[src/lin_slave_regs.vh]
`ifndef LIN_SLAVE_REGS_VH
`define LIN_SLAVE_REGS_VH

// Register byte addresses
`define LIN_A_CTRL 8'h00
`define LIN_A_STAT 8'h04
`define LIN_A_DATA 8'h08
`define LIN_A_MANT 8'h0C
`define LIN_A_FRAC 8'h10
`define LIN_A_HLEN 8'h14

// One-hot decode positions
`define LIN_R_CTRL 0
`define LIN_R_STAT 1
`define LIN_R_DATA 2
`define LIN_R_MANT 3
`define LIN_R_FRAC 4
`define LIN_R_HLEN 5

// Control register fields
`define LIN_C_SLV 0
`define LIN_C_ASE 1
`define LIN_C_HDM 2
`define LIN_C_DUM 3
`define LIN_C_MUTE 4
`define LIN_C_SSF 5

// Status register fields
`define LIN_S_RDRF 0
`define LIN_S_FE 1
`define LIN_S_HE 2

// Reset values
`define LIN_RST_MANT 8'h01
`define LIN_RST_FRAC 4'h0

// Timing and framing
`define LIN_OVS_STEP 13'h0010
`define LIN_OVS_MIN 12'h010
`define LIN_SMP_A 4'h7
`define LIN_SMP_B 4'h8
`define LIN_SMP_C 4'h9
`define LIN_SMP_LAST 4'hF
`define LIN_BIT_LAST 3'h7
`define LIN_BRK_BITS 8'h0B
`define LIN_BRK_TICKS (`LIN_BRK_BITS * 8'h10)
`define LIN_LOW_MAX 8'hFF
`define LIN_HDR_MAX 6'h39
`define LIN_SYNC_BYTE 8'h55
`define LIN_SYNC_EDGES 3'h5
`define LIN_SM_MAX 15'h7FFF

// Header field tracking
`define LIN_FLD_NONE 2'h0
`define LIN_FLD_SYNC 2'h1
`define LIN_FLD_ID 2'h2

// Bus responses
`define LIN_RESP_OKAY 2'h0
`define LIN_RESP_SLVERR 2'h2

`endif
[src/lin_slave_hdr.v]
`timescale 1ns/1ps
`include "lin_slave_regs.vh"

// Summary of operation
// - Header timeout supervision runs when identifier detection or auto synch is on.
// - Header longer than 57 slave bit times sets the header error flag.
// - Timer starts at break; stops at identifier, other header error, synch abort.
// - Timeout in synch field with auto synch blocks and sets synch state flag.
// - Other timeouts discard the header and resume searching for a break.
// - Header length is readable, only when identifier detection or auto synch is on.
// - Mute with identifier detection: header errors flag but never wake.
// - In mute mode framing errors on characters other than break and synch field are dropped silently.
// - Identifier mode wakes only after break, clean synch, clean identifier, no timeout.
// - Auto synch counts cycles over five falling edges, then updates the divider.
// - Character machine halts and delivers nothing during synch measurement.
// - Slave mode uses one divider, rate is clock over sixteen times divider.
// - Divider is unsigned fixed point: 8-bit mantissa, 4-bit fraction.
// - Three divider values are kept: nominal, measured and active.
// - Mantissa write with update method 0 beats a measured transfer in the same cycle.
// - Sixteen samples per bit; bit value is majority of samples 8 to 10.
// - Sampling phase realigns on every detected start bit.
// - Synch measurement counter and edge detection run on the system clock.
// - Break needs at least 11 low bit times; nine low bits are no break.
// - Update method 0 loads on mantissa write; 1 loads at next received character.
// - Header detection method 0 is break only, 1 is full identifier detection.
module lin_slave_hdr
(
    input wire aclk,
    input wire aresetn,
    input wire [7:0] s_axi_awaddr,
    input wire s_axi_awvalid,
    output wire s_axi_awready,
    input wire [31:0] s_axi_wdata,
    input wire [3:0] s_axi_wstrb,
    input wire s_axi_wvalid,
    output wire s_axi_wready,
    output wire [1:0] s_axi_bresp,
    output wire s_axi_bvalid,
    input wire s_axi_bready,
    input wire [7:0] s_axi_araddr,
    input wire s_axi_arvalid,
    output wire s_axi_arready,
    output wire [31:0] s_axi_rdata,
    output wire [1:0] s_axi_rresp,
    output wire s_axi_rvalid,
    input wire s_axi_rready,
    input wire receive_input_line,
    output wire tx_baud_tick
);

localparam [6:0] ST_IDLE = 7'h01;
localparam [6:0] ST_START = 7'h02;
localparam [6:0] ST_DATA = 7'h04;
localparam [6:0] ST_STOP = 7'h08;
localparam [6:0] ST_SWAIT = 7'h10;
localparam [6:0] ST_SYNC = 7'h20;
localparam [6:0] ST_BLOCK = 7'h40;

function [5:0] lin_dec;
    input [7:0] a;
    begin
        case (a)
            `LIN_A_CTRL: lin_dec = 6'h01;
            `LIN_A_STAT: lin_dec = 6'h02;
            `LIN_A_DATA: lin_dec = 6'h04;
            `LIN_A_MANT: lin_dec = 6'h08;
            `LIN_A_FRAC: lin_dec = 6'h10;
            `LIN_A_HLEN: lin_dec = 6'h20;
            default: lin_dec = 6'h00;
        endcase
    end
endfunction

// Bus slave state
reg awready_ff, wready_ff, bvalid_ff, arready_ff, rvalid_ff;
reg [1:0] bresp_ff, rresp_ff;
reg [31:0] rdata_ff;
reg [7:0] aw_addr_ff, w_data_ff;
reg w_be_ff, armed_ff;

// Line and baud state
reg rx_meta_ff, rx_sync_ff, rx_prev_ff, tick_ff;
reg [12:0] acc_ff;
reg [3:0] tcnt_ff;
reg [7:0] low_ff;

// Receiver and header state
reg [6:0] state_ff, nxt_state;
reg [3:0] ph_ff, nxt_ph;
reg [1:0] votes_ff, nxt_votes;
reg [2:0] bitn_ff, nxt_bitn;
reg [7:0] shift_ff, nxt_shift;
reg [1:0] fld_ff, nxt_fld;
reg [14:0] sm_ff, nxt_sm;
reg [2:0] edg_ff, nxt_edg;
reg [5:0] hlen_ff, nxt_hlen;
reg run_ff, nxt_run;
reg [7:0] data_ff, nxt_data;
reg rdrf_ff, nxt_rdrf, fe_ff, nxt_fe, he_ff, nxt_he;
reg slv_ff, nxt_slv, ase_ff, nxt_ase, hdm_ff, nxt_hdm;
reg dum_ff, nxt_dum, mute_ff, nxt_mute, ssf_ff, nxt_ssf;
reg [11:0] nom_ff, nxt_nom, meas_ff, nxt_meas, act_ff, nxt_act;

reg [12:0] nxt_acc;
reg s_tick, ev_brk, ev_chr, ev_bad, bitv, xfer, set_he, meas_ld, deliver;
reg [7:0] xfer_val;

wire wr_go = ~awready_ff & ~wready_ff & ~bvalid_ff;
wire [5:0] wr_dec = lin_dec(aw_addr_ff);
wire [5:0] wr_sel = wr_dec & {6{wr_go & w_be_ff}};
wire rd_go = s_axi_arvalid & arready_ff;
wire [5:0] rd_dec = lin_dec(s_axi_araddr);
wire [5:0] rd_sel = rd_dec & {6{rd_go}};
wire rx_fall = rx_prev_ff & ~rx_sync_ff;
wire hdr_act = hdm_ff | ase_ff;
wire [12:0] acc_sum = acc_ff + `LIN_OVS_STEP;
wire b_tick = s_tick & (tcnt_ff == `LIN_SMP_LAST);
wire ssf_clr = wr_sel[`LIN_R_CTRL] & ~w_data_ff[`LIN_C_SSF] & ssf_ff;
wire clr_seq = rd_sel[`LIN_R_DATA] & armed_ff;

assign s_axi_awready = awready_ff;
assign s_axi_wready = wready_ff;
assign s_axi_bresp = bresp_ff;
assign s_axi_bvalid = bvalid_ff;
assign s_axi_arready = arready_ff;
assign s_axi_rdata = rdata_ff;
assign s_axi_rresp = rresp_ff;
assign s_axi_rvalid = rvalid_ff;
assign tx_baud_tick = tick_ff;

always @*
begin
    s_tick = 1'b0;
    nxt_acc = acc_sum;
    if (!slv_ff)
        nxt_acc = 13'h0000;
    else if (act_ff < `LIN_OVS_MIN)
    begin
        s_tick = 1'b1;
        nxt_acc = 13'h0000;
    end
    else if (acc_sum >= {1'b0, act_ff})
    begin
        s_tick = 1'b1;
        nxt_acc = acc_sum - {1'b0, act_ff};
    end
end

always @*
begin
    nxt_state = state_ff;
    nxt_ph = ph_ff;
    nxt_votes = votes_ff;
    nxt_bitn = bitn_ff;
    nxt_shift = shift_ff;
    nxt_fld = fld_ff;
    nxt_sm = sm_ff;
    nxt_edg = edg_ff;
    nxt_hlen = hlen_ff;
    nxt_run = run_ff;
    nxt_data = data_ff;
    nxt_meas = meas_ff;
    nxt_act = act_ff;
    nxt_nom = nom_ff;
    ev_brk = 1'b0;
    ev_chr = 1'b0;
    ev_bad = 1'b0;
    xfer = 1'b0;
    xfer_val = shift_ff;
    set_he = 1'b0;
    meas_ld = 1'b0;
    deliver = 1'b0;
    // majority of samples 8, 9 and 10
    bitv = ((votes_ff + {1'b0, rx_sync_ff}) >= 2'h2);
    nxt_rdrf = clr_seq ? 1'b0 : rdrf_ff;
    nxt_fe = clr_seq ? 1'b0 : fe_ff;
    nxt_he = (clr_seq & ~ssf_ff) ? 1'b0 : he_ff;
    nxt_slv = slv_ff;
    nxt_ase = ase_ff;
    nxt_hdm = hdm_ff;
    nxt_dum = dum_ff;
    nxt_mute = mute_ff;
    nxt_ssf = ssf_clr ? 1'b0 : ssf_ff;
    if (wr_sel[`LIN_R_CTRL])
    begin
        nxt_slv = w_data_ff[`LIN_C_SLV];
        nxt_ase = w_data_ff[`LIN_C_ASE];
        nxt_hdm = w_data_ff[`LIN_C_HDM];
        nxt_dum = w_data_ff[`LIN_C_DUM];
        if (!rdrf_ff)
            nxt_mute = w_data_ff[`LIN_C_MUTE];
    end
    if (wr_sel[`LIN_R_MANT])
        nxt_nom = {w_data_ff, nom_ff[3:0]};
    if (wr_sel[`LIN_R_FRAC])
        nxt_nom = {nom_ff[11:4], w_data_ff[3:0]};

    case (state_ff)
        ST_IDLE:
        begin
            if (slv_ff && rx_fall)
            begin
                nxt_state = ST_START;
                nxt_ph = 4'h0;
                nxt_votes = 2'h0;
            end
        end
        ST_START, ST_DATA, ST_STOP:
        begin
            if (s_tick)
            begin
                nxt_ph = ph_ff + 4'h1;
                if (ph_ff == `LIN_SMP_A || ph_ff == `LIN_SMP_B)
                    nxt_votes = votes_ff + {1'b0, rx_sync_ff};
                if (ph_ff == `LIN_SMP_LAST)
                    nxt_votes = 2'h0;
                if (ph_ff == `LIN_SMP_C)
                begin
                    if (state_ff == ST_START && bitv)
                        nxt_state = ST_IDLE;
                    if (state_ff == ST_DATA)
                        nxt_shift = {bitv, shift_ff[7:1]};
                    if (state_ff == ST_STOP)
                    begin
                        if (bitv)
                        begin
                            ev_chr = 1'b1;
                            nxt_state = ST_IDLE;
                        end
                        else
                            nxt_state = ST_SWAIT;
                    end
                end
                if (ph_ff == `LIN_SMP_LAST)
                begin
                    if (state_ff == ST_START)
                    begin
                        nxt_state = ST_DATA;
                        nxt_bitn = 3'h0;
                    end
                    if (state_ff == ST_DATA)
                    begin
                        if (bitn_ff == `LIN_BIT_LAST)
                            nxt_state = ST_STOP;
                        else
                            nxt_bitn = bitn_ff + 3'h1;
                    end
                end
            end
        end
        ST_SWAIT:
        begin
            // break only after eleven low bit times
            if (rx_sync_ff)
            begin
                nxt_state = ST_IDLE;
                if (low_ff >= `LIN_BRK_TICKS)
                    ev_brk = 1'b1;
                else
                begin
                    ev_chr = 1'b1;
                    ev_bad = |shift_ff;
                end
            end
        end
        ST_SYNC:
        begin
            if (rx_fall)
            begin
                nxt_edg = edg_ff + 3'h1;
                // First edge counts as cycle one so the span is the full edge distance
                if (edg_ff == 3'h0)
                    nxt_sm = 15'h0001;
            end
            if (edg_ff != 3'h0)
            begin
                if (sm_ff == `LIN_SM_MAX)
                begin
                    set_he = 1'b1;
                    nxt_run = 1'b0;
                    nxt_state = ST_BLOCK;
                end
                else
                    nxt_sm = sm_ff + 15'h0001;
            end
            if (rx_fall && edg_ff == (`LIN_SYNC_EDGES - 3'h1))
            begin
                meas_ld = 1'b1;
                nxt_meas = sm_ff[14:3];
                nxt_ssf = 1'b0;
                nxt_fld = `LIN_FLD_ID;
                nxt_state = ST_IDLE;
            end
            if (ssf_clr)
            begin
                nxt_run = 1'b0;
                nxt_fld = `LIN_FLD_NONE;
                nxt_state = ST_IDLE;
            end
        end
        ST_BLOCK:
        begin
            if (!ssf_ff)
            begin
                nxt_state = ST_IDLE;
                nxt_fld = `LIN_FLD_NONE;
            end
        end
        default:
            nxt_state = ST_IDLE;
    endcase

    // mute drops plain characters and their framing errors
    deliver = ev_chr & (~hdm_ff | (fld_ff == `LIN_FLD_NONE)) & ~mute_ff;
    if (deliver)
    begin
        xfer = 1'b1;
        nxt_fe = nxt_fe | ev_bad;
    end
    if (ev_chr && fld_ff == `LIN_FLD_SYNC)
    begin
        if (ev_bad || shift_ff != `LIN_SYNC_BYTE)
        begin
            set_he = 1'b1;
            nxt_run = 1'b0;
            nxt_fld = `LIN_FLD_NONE;
        end
        else
            nxt_fld = `LIN_FLD_ID;
    end
    if (ev_chr && fld_ff == `LIN_FLD_ID)
    begin
        nxt_run = 1'b0;
        nxt_fld = `LIN_FLD_NONE;
        if (hdm_ff && !ev_bad)
        begin
            xfer = 1'b1;
            nxt_mute = 1'b0;
        end
        else if (hdm_ff && !mute_ff)
            nxt_fe = 1'b1;
    end

    // one count per slave bit time
    if (run_ff && b_tick)
    begin
        nxt_hlen = hlen_ff + 6'h01;
        if (hlen_ff == `LIN_HDR_MAX)
        begin
            set_he = 1'b1;
            nxt_run = 1'b0;
            if (state_ff == ST_SYNC && ase_ff)
            begin
                nxt_state = ST_BLOCK;
                nxt_ssf = 1'b1;
            end
            else
            begin
                nxt_state = ST_IDLE;
                nxt_fld = `LIN_FLD_NONE;
                xfer = 1'b0;
                nxt_mute = mute_ff;
            end
        end
    end

    if (ev_brk)
    begin
        // timer only with a header mode on
        nxt_fld = `LIN_FLD_SYNC;
        nxt_hlen = 6'h00;
        nxt_run = hdr_act;
        if (ase_ff)
        begin
            nxt_state = ST_SYNC;
            nxt_ssf = 1'b1;
            nxt_edg = 3'h0;
            nxt_sm = 15'h0000;
        end
        if (!hdm_ff)
        begin
            xfer = 1'b1;
            xfer_val = 8'h00;
            nxt_mute = 1'b0;
        end
    end

    if (xfer)
    begin
        nxt_data = xfer_val;
        nxt_rdrf = 1'b1;
    end
    if (set_he)
        nxt_he = 1'b1;

    if (meas_ld)
        nxt_act = nxt_meas;
    if (xfer && dum_ff)
    begin
        nxt_act = nom_ff;
        nxt_dum = 1'b0;
    end
    if (wr_sel[`LIN_R_MANT] && !dum_ff)
        nxt_act = {w_data_ff, nom_ff[3:0]};
end

always @(posedge aclk)
begin
    if (!aresetn)
    begin
        rx_meta_ff <= 1'b1;
        rx_sync_ff <= 1'b1;
        rx_prev_ff <= 1'b1;
        tick_ff <= 1'b0;
        acc_ff <= 13'h0000;
        tcnt_ff <= 4'h0;
        low_ff <= 8'h00;
        state_ff <= ST_IDLE;
        ph_ff <= 4'h0;
        votes_ff <= 2'h0;
        bitn_ff <= 3'h0;
        shift_ff <= 8'h00;
        fld_ff <= `LIN_FLD_NONE;
        sm_ff <= 15'h0000;
        edg_ff <= 3'h0;
        hlen_ff <= 6'h00;
        run_ff <= 1'b0;
        data_ff <= 8'h00;
        rdrf_ff <= 1'b0;
        fe_ff <= 1'b0;
        he_ff <= 1'b0;
        slv_ff <= 1'b0;
        ase_ff <= 1'b0;
        hdm_ff <= 1'b0;
        dum_ff <= 1'b0;
        mute_ff <= 1'b0;
        ssf_ff <= 1'b0;
        nom_ff <= {`LIN_RST_MANT, `LIN_RST_FRAC};
        meas_ff <= {`LIN_RST_MANT, `LIN_RST_FRAC};
        act_ff <= {`LIN_RST_MANT, `LIN_RST_FRAC};
    end
    else
    begin
        rx_meta_ff <= receive_input_line;
        rx_sync_ff <= rx_meta_ff;
        rx_prev_ff <= rx_sync_ff;
        tick_ff <= s_tick;
        acc_ff <= nxt_acc;
        if (s_tick)
            tcnt_ff <= tcnt_ff + 4'h1;
        if (rx_sync_ff)
            low_ff <= 8'h00;
        else if (s_tick && low_ff != `LIN_LOW_MAX)
            low_ff <= low_ff + 8'h01;
        state_ff <= nxt_state;
        ph_ff <= nxt_ph;
        votes_ff <= nxt_votes;
        bitn_ff <= nxt_bitn;
        shift_ff <= nxt_shift;
        fld_ff <= nxt_fld;
        sm_ff <= nxt_sm;
        edg_ff <= nxt_edg;
        hlen_ff <= nxt_hlen;
        run_ff <= nxt_run;
        data_ff <= nxt_data;
        rdrf_ff <= nxt_rdrf;
        fe_ff <= nxt_fe;
        he_ff <= nxt_he;
        slv_ff <= nxt_slv;
        ase_ff <= nxt_ase;
        hdm_ff <= nxt_hdm;
        dum_ff <= nxt_dum;
        mute_ff <= nxt_mute;
        ssf_ff <= nxt_ssf;
        nom_ff <= nxt_nom;
        meas_ff <= nxt_meas;
        act_ff <= nxt_act;
    end
end

// Register bus slave
always @(posedge aclk)
begin
    if (!aresetn)
    begin
        awready_ff <= 1'b1;
        wready_ff <= 1'b1;
        bvalid_ff <= 1'b0;
        bresp_ff <= `LIN_RESP_OKAY;
        arready_ff <= 1'b1;
        rvalid_ff <= 1'b0;
        rdata_ff <= 32'h00000000;
        rresp_ff <= `LIN_RESP_OKAY;
        aw_addr_ff <= 8'h00;
        w_data_ff <= 8'h00;
        w_be_ff <= 1'b0;
        armed_ff <= 1'b0;
    end
    else
    begin
        if (s_axi_awvalid && awready_ff)
        begin
            aw_addr_ff <= s_axi_awaddr;
            awready_ff <= 1'b0;
        end
        if (s_axi_wvalid && wready_ff)
        begin
            w_data_ff <= s_axi_wdata[7:0];
            w_be_ff <= s_axi_wstrb[0];
            wready_ff <= 1'b0;
        end
        if (wr_go)
        begin
            awready_ff <= 1'b1;
            wready_ff <= 1'b1;
            bvalid_ff <= 1'b1;
            bresp_ff <= (wr_dec == 6'h00) ? `LIN_RESP_SLVERR : `LIN_RESP_OKAY;
        end
        else if (bvalid_ff && s_axi_bready)
            bvalid_ff <= 1'b0;
        if (rd_go)
        begin
            arready_ff <= 1'b0;
            rvalid_ff <= 1'b1;
            rresp_ff <= (rd_dec == 6'h00) ? `LIN_RESP_SLVERR : `LIN_RESP_OKAY;
            if (rd_sel[`LIN_R_STAT])
                armed_ff <= 1'b1;
            else if (rd_sel[`LIN_R_DATA])
                armed_ff <= 1'b0;
            rdata_ff <= 32'h00000000;
            if (rd_sel[`LIN_R_CTRL])
                rdata_ff[5:0] <= {ssf_ff, mute_ff, dum_ff, hdm_ff, ase_ff, slv_ff};
            if (rd_sel[`LIN_R_STAT])
                rdata_ff[2:0] <= {he_ff, fe_ff, rdrf_ff};
            if (rd_sel[`LIN_R_DATA])
                rdata_ff[7:0] <= data_ff;
            if (rd_sel[`LIN_R_MANT])
                rdata_ff[7:0] <= act_ff[11:4];
            if (rd_sel[`LIN_R_FRAC])
                rdata_ff[3:0] <= act_ff[3:0];
            // length visible only with a header mode on
            if (rd_sel[`LIN_R_HLEN])
                rdata_ff[5:0] <= hlen_ff & {6{hdr_act}};
        end
        else if (rvalid_ff && s_axi_rready)
        begin
            rvalid_ff <= 1'b0;
            arready_ff <= 1'b1;
        end
    end
end

endmodule // lin_slave_hdr

[config.mk]
export PLATFORM = sky130hd
export DESIGN_NAME = lin_slave_hdr
export DESIGN_NICKNAME = d
export VERILOG_FILES = /design/src/lin_slave_hdr.v
export VERILOG_INCLUDE_DIRS = /design/src
export SDC_FILE = /design/constraint.sdc
export NUM_CORES = 1
export LEC_CHECK = 0
export ABC_AREA = 1
export BUFFER_PORTS_ARGS = -buffer_cell sky130_fd_sc_hd__buf_2
export CAP_MARGIN = 10
export CORE_UTILIZATION = 45
export DETAILED_ROUTE_END_ITERATION = 8
export PLACE_DENSITY = 0.73
export SETUP_SLACK_MARGIN = 0.02
export SLEW_MARGIN = 20
export SYNTH_ARGS = -nofsm -noshare
export SYNTH_HDL_FRONTEND = slang
export SYNTH_SLANG_ARGS = --single-unit
[constraint.sdc]
create_clock -name aclk -period 4.8 [get_ports aclk]
set_clock_uncertainty 0.05 [all_clocks]
set_input_delay 1.2 -clock aclk [delete_from_list [all_inputs] [get_ports aclk]]
set_output_delay 1.2 -clock aclk [all_outputs]
set_load 0.05 [all_outputs]
==> metrics.md <==
| Metric | Value |
|---|---|
| Status | completed |
| Vias per cell | 5.26 |
| R2R depth | 23 |
| Final setup vio count | 0 |
| Post-CTS setup buffers | 0 |
| Worst r2r dst | act_ff[11] |
| Asr flop ratio synth | 0 |
| Crit path kind | reg -> reg |
| Most frequent cells in the layout | 195 x inv_1, 183 x nand2_1, 162 x dfxtp_1 |
| 1st-iter DRT viols | 584 |
| DRT Pass-1 Iters | 6 |
| Sequential fraction of the synthesis area | 0.376 |
| CTS Root Cell | clkbuf_16 |
| Pin count of the biggest net entering global routing | 43 |
| Flops & latches, synth | 162 |
| Leak | 0.00411 uW |
| Clk slew on worst S/H paths | 60 ps |
| Core Region | between 15000 and 20000 um^2 |
| Commonest non-fill, non-tap cell in the layout | inv_1 |
| Compound-cell area share of the yosys netlist | 0.186 |
| Num ports | 102 |
| I/O Buffers | 48 |
| Hold Path End | rx_sync_ff |
| Drt wl/cell | 13.3 um |
| H-tree levels | 4 |
| CP Launch Type | flip-flop |
| First-pass GRT wire length | 33.9 mm |
| WP data arrival | about 4300 ps |
| Critical path peak fanout | 17 |
| Vias in the first global route | approximately 7100 |
| Ys Warns | 0 |
| Vias | around 7900 |
| Layout cells sized above 1 | 0.101 |
| WHS Path Cells | 1 |
| Fmax | 251 MHz |
| Comb power frac | 0.057 |
| TritonCTS buffer count | 17 |
| Worst Max-Slew Pin Slew | 841 ps |
| Setup TNS | 0 ps |
| R2R Setup Slk | between 800 and 900 ps |
| Row count | 50 |
| Post-synth EDFFs | 0 |
| Synth top area cells | dfxtp_1 38%, inv_1 8.5%, nand2_1 8.0%, a21oi_1 6.7%, o21ai_0 5.8% |
| Max-cap violations | 0 |
| Initial antenna violation count | 0 |
| Post-synthesis simple-gate area fraction | 0.245 |
| RSZ-0062 raised after global routing | false |
| Total power | 3020 uW |
| Synth area leader | dfxtp_1 |
| R2R Path Start | acc_ff[4] |
| Pwr dens | 315 nW/um^2 |
| Tot GR Track Use | 0.212 |
| Total Die Area | 19700 um^2 |
| Mux contribution to synthesized area | 0.00348 |
| Worst Hold Class | reg -> reg |
| Final worst-path cycle share | 0.829 |
| P&R area growth vs syn | 11.3% |
| GRT overflow | 0 |
| Post-Synth Adder-Cell Area | 0.0415 |
| Library cells used by synthesis | 55 |
| Routed WL | 20.1 mm |
| Clk buf depth | 2 |
| Worst Setup End Kind | flip-flop |
| Top_reg_cell synth | dfxtp_1 |
| RD Place Congestion | 0.870 |
| CTS tree | yes |
| Rel. slew slack | 0.435 |
| Worst-Skew Late Latency | around 430 ps |
| Mapped Area | around 8600 um^2 |
| Hold Buf Count CTS | 0 |
| Clk sinks | 162 |
| Detail Route Antenna Nets | 0 |
| DP Wirelength | around 15 mm |
| Area share of the largest cell type after synthesis | 0.376 |
| Int Power | 2290 uW |
| Final Hold Viols | 0 |
| Clock share of power | 0.486 |
| Min Tclk post-route | 3980 ps |
| Die Ht | 140 um |
| Main combinational cell family by area after synthesis | simple AND/OR/NAND/NOR gates |
| Drc violations | 0 |
| Avg Cell Area, Syn | 7.05 um^2 |
| Switching pwr | 728 uW |
| Antenna diodes | 0 |
| Switch share | 0.241 |
| Final net count | 1349 |
| Die Width | 140 um |
| Hold Startpoint | rx_meta_ff |
| WP data required | 5070 ps |
| VDD IR max | 254 uV |
| Initial Util | 0.459 |
| Post-synthesis xor/xnor area fraction | 0.0193 |
| Post-Synthesis Cells | 1223 |
| Sequential Power Share | 0.456 |
| Fin. max-slew vios | 0 |
| CTS resizes | 0 |
-- power groups by stage --
stage	Clock, uW	Combinational (uW)	Sequential (uW)
final	1470	173	1380
after global routing	1550	190	1380
after CTS	1500	173	1380
after detailed placement	0	173	1410
after global placement	0	171	1410
after floorplan	0	131	1420
-- sequential cells by signal, indices dropped and copies added (netlist names), 4 cells and up --
register and cells:
acc_ff 13, act_ff 12, aw_addr_ff 8, data_ff 8, hlen_ff 6, low_ff 8, meas_ff 8, nom_ff 12
ph_ff 4, s_axi_rdata 8, shift_ff 8, sm_ff 15, state_ff 7, tcnt_ff 4, w_data_ff 8
-- layer usage --
metal | share of wire | vias up | GRT usage | wire, um
li1 | - | 4069 | - | -
met1 | 0.47 | 3605 | 0.284 | 9540
met2 | 0.45 | 223 | 0.345 | 9140
met3 | 0.056 | 30 | 0.0451 | 1120
met4 | 0.015 | 0 | 0.0567 | 297
met5 | 0 | - | 0 | 0
-- cell type report --
type / instances / area [um^2]
sequential: 162 / 3240
timing repair buffer: 54 / 285
clock inverter: 14 / 203
multi-input combinational: 824 / 4370
inverter: 202 / 758
clock buffer: 18 / 439
tap: 234 / 293
fill: 1812 / 9180
-- how the worst max path moves through the flow --
stage	slack [ps]	start	depth (start not counted)	endpoint
3_5_place_dp	830	acc_ff[4]	23	act_ff[11]
3_3_place_gp	880	acc_ff[4]	23	act_ff[6]
2_1_floorplan	1670	acc_ff[4]	24	act_ff[5]
4_1_cts	810	acc_ff[4]	23	act_ff[11]
6_report	820	acc_ff[4]	23	act_ff[11]
5_1_grt	350	acc_ff[4]	24	act_ff[7]
-- critical path, stage by stage (launching register included) --
cell and delay (ps):
dfxtp_1 360, ha_1 190, nand2_1 80, nor2_2 180, nand3_1 110, xnor2_1 160
ha_1 370, nand2_1 80, inv_2 60, nand2_1 60, nor2_1 90, nand2_1 60
nand3_2 80, nand2_2 70, nand3_2 120, nand2_4 120, nor3_4 390, nand3_4 170
nand2_4 210, nand2_4 160, nand2_4 210, nand3_4 220, o21ai_2 200, nor2_2 50
-- kinds of logic after synthesis --
logic type	count (synthesis)
AND/OR/NAND/NOR	465
AO/OA/AOI/OAI	283
buffers and inverters	262
flip-flops	162
adder cells (fa/ha/maj)	28
XOR/XNOR	19
multiplexers	3
other	1
-- Yosys cell counts (3+ instances only) --
cell type,number
a31oi_1,8
nor2_2,8
inv_1,195
o21ai_0,100
a22oi_1,3
nor2_1,119
ha_1,27
nor4_1,9
dfxtp_1,162
mux2i_1,3
o211ai_1,10
o22ai_1,3
nor3_1,31
nand2_2,4
a211oi_1,6
clkbuf_1,25
nand3_1,68
a32oi_1,9
nand4_1,19
buf_1,3
a221oi_1,4
o221ai_1,5
or2_2,5
buf_4,28
o21ai_2,5
xor2_1,10
nand2_4,4
xnor2_1,9
inv_2,7
buf_2,3
nand2_1,183
nand3b_1,3
a21oi_1,116
-- metrics by stage --
step | cells | util | instance area (um^2) | hold WS, ps | worst slack, ps
after floorplan | 1248 | - | 8710 | 343 | 1670
after global placement | 1476 | 0.477 | 8950 | 348 | 877
after detailed placement | 1476 | 0.477 | 8950 | 358 | 828
after CTS | 1508 | 0.511 | 9590 | 373 | 807
after global routing | 1508 | 0.511 | 9590 | 381 | 345
final | 1508 | 0.511 | 9590 | 377 | 823
Power figures use the tool's default switching activity.
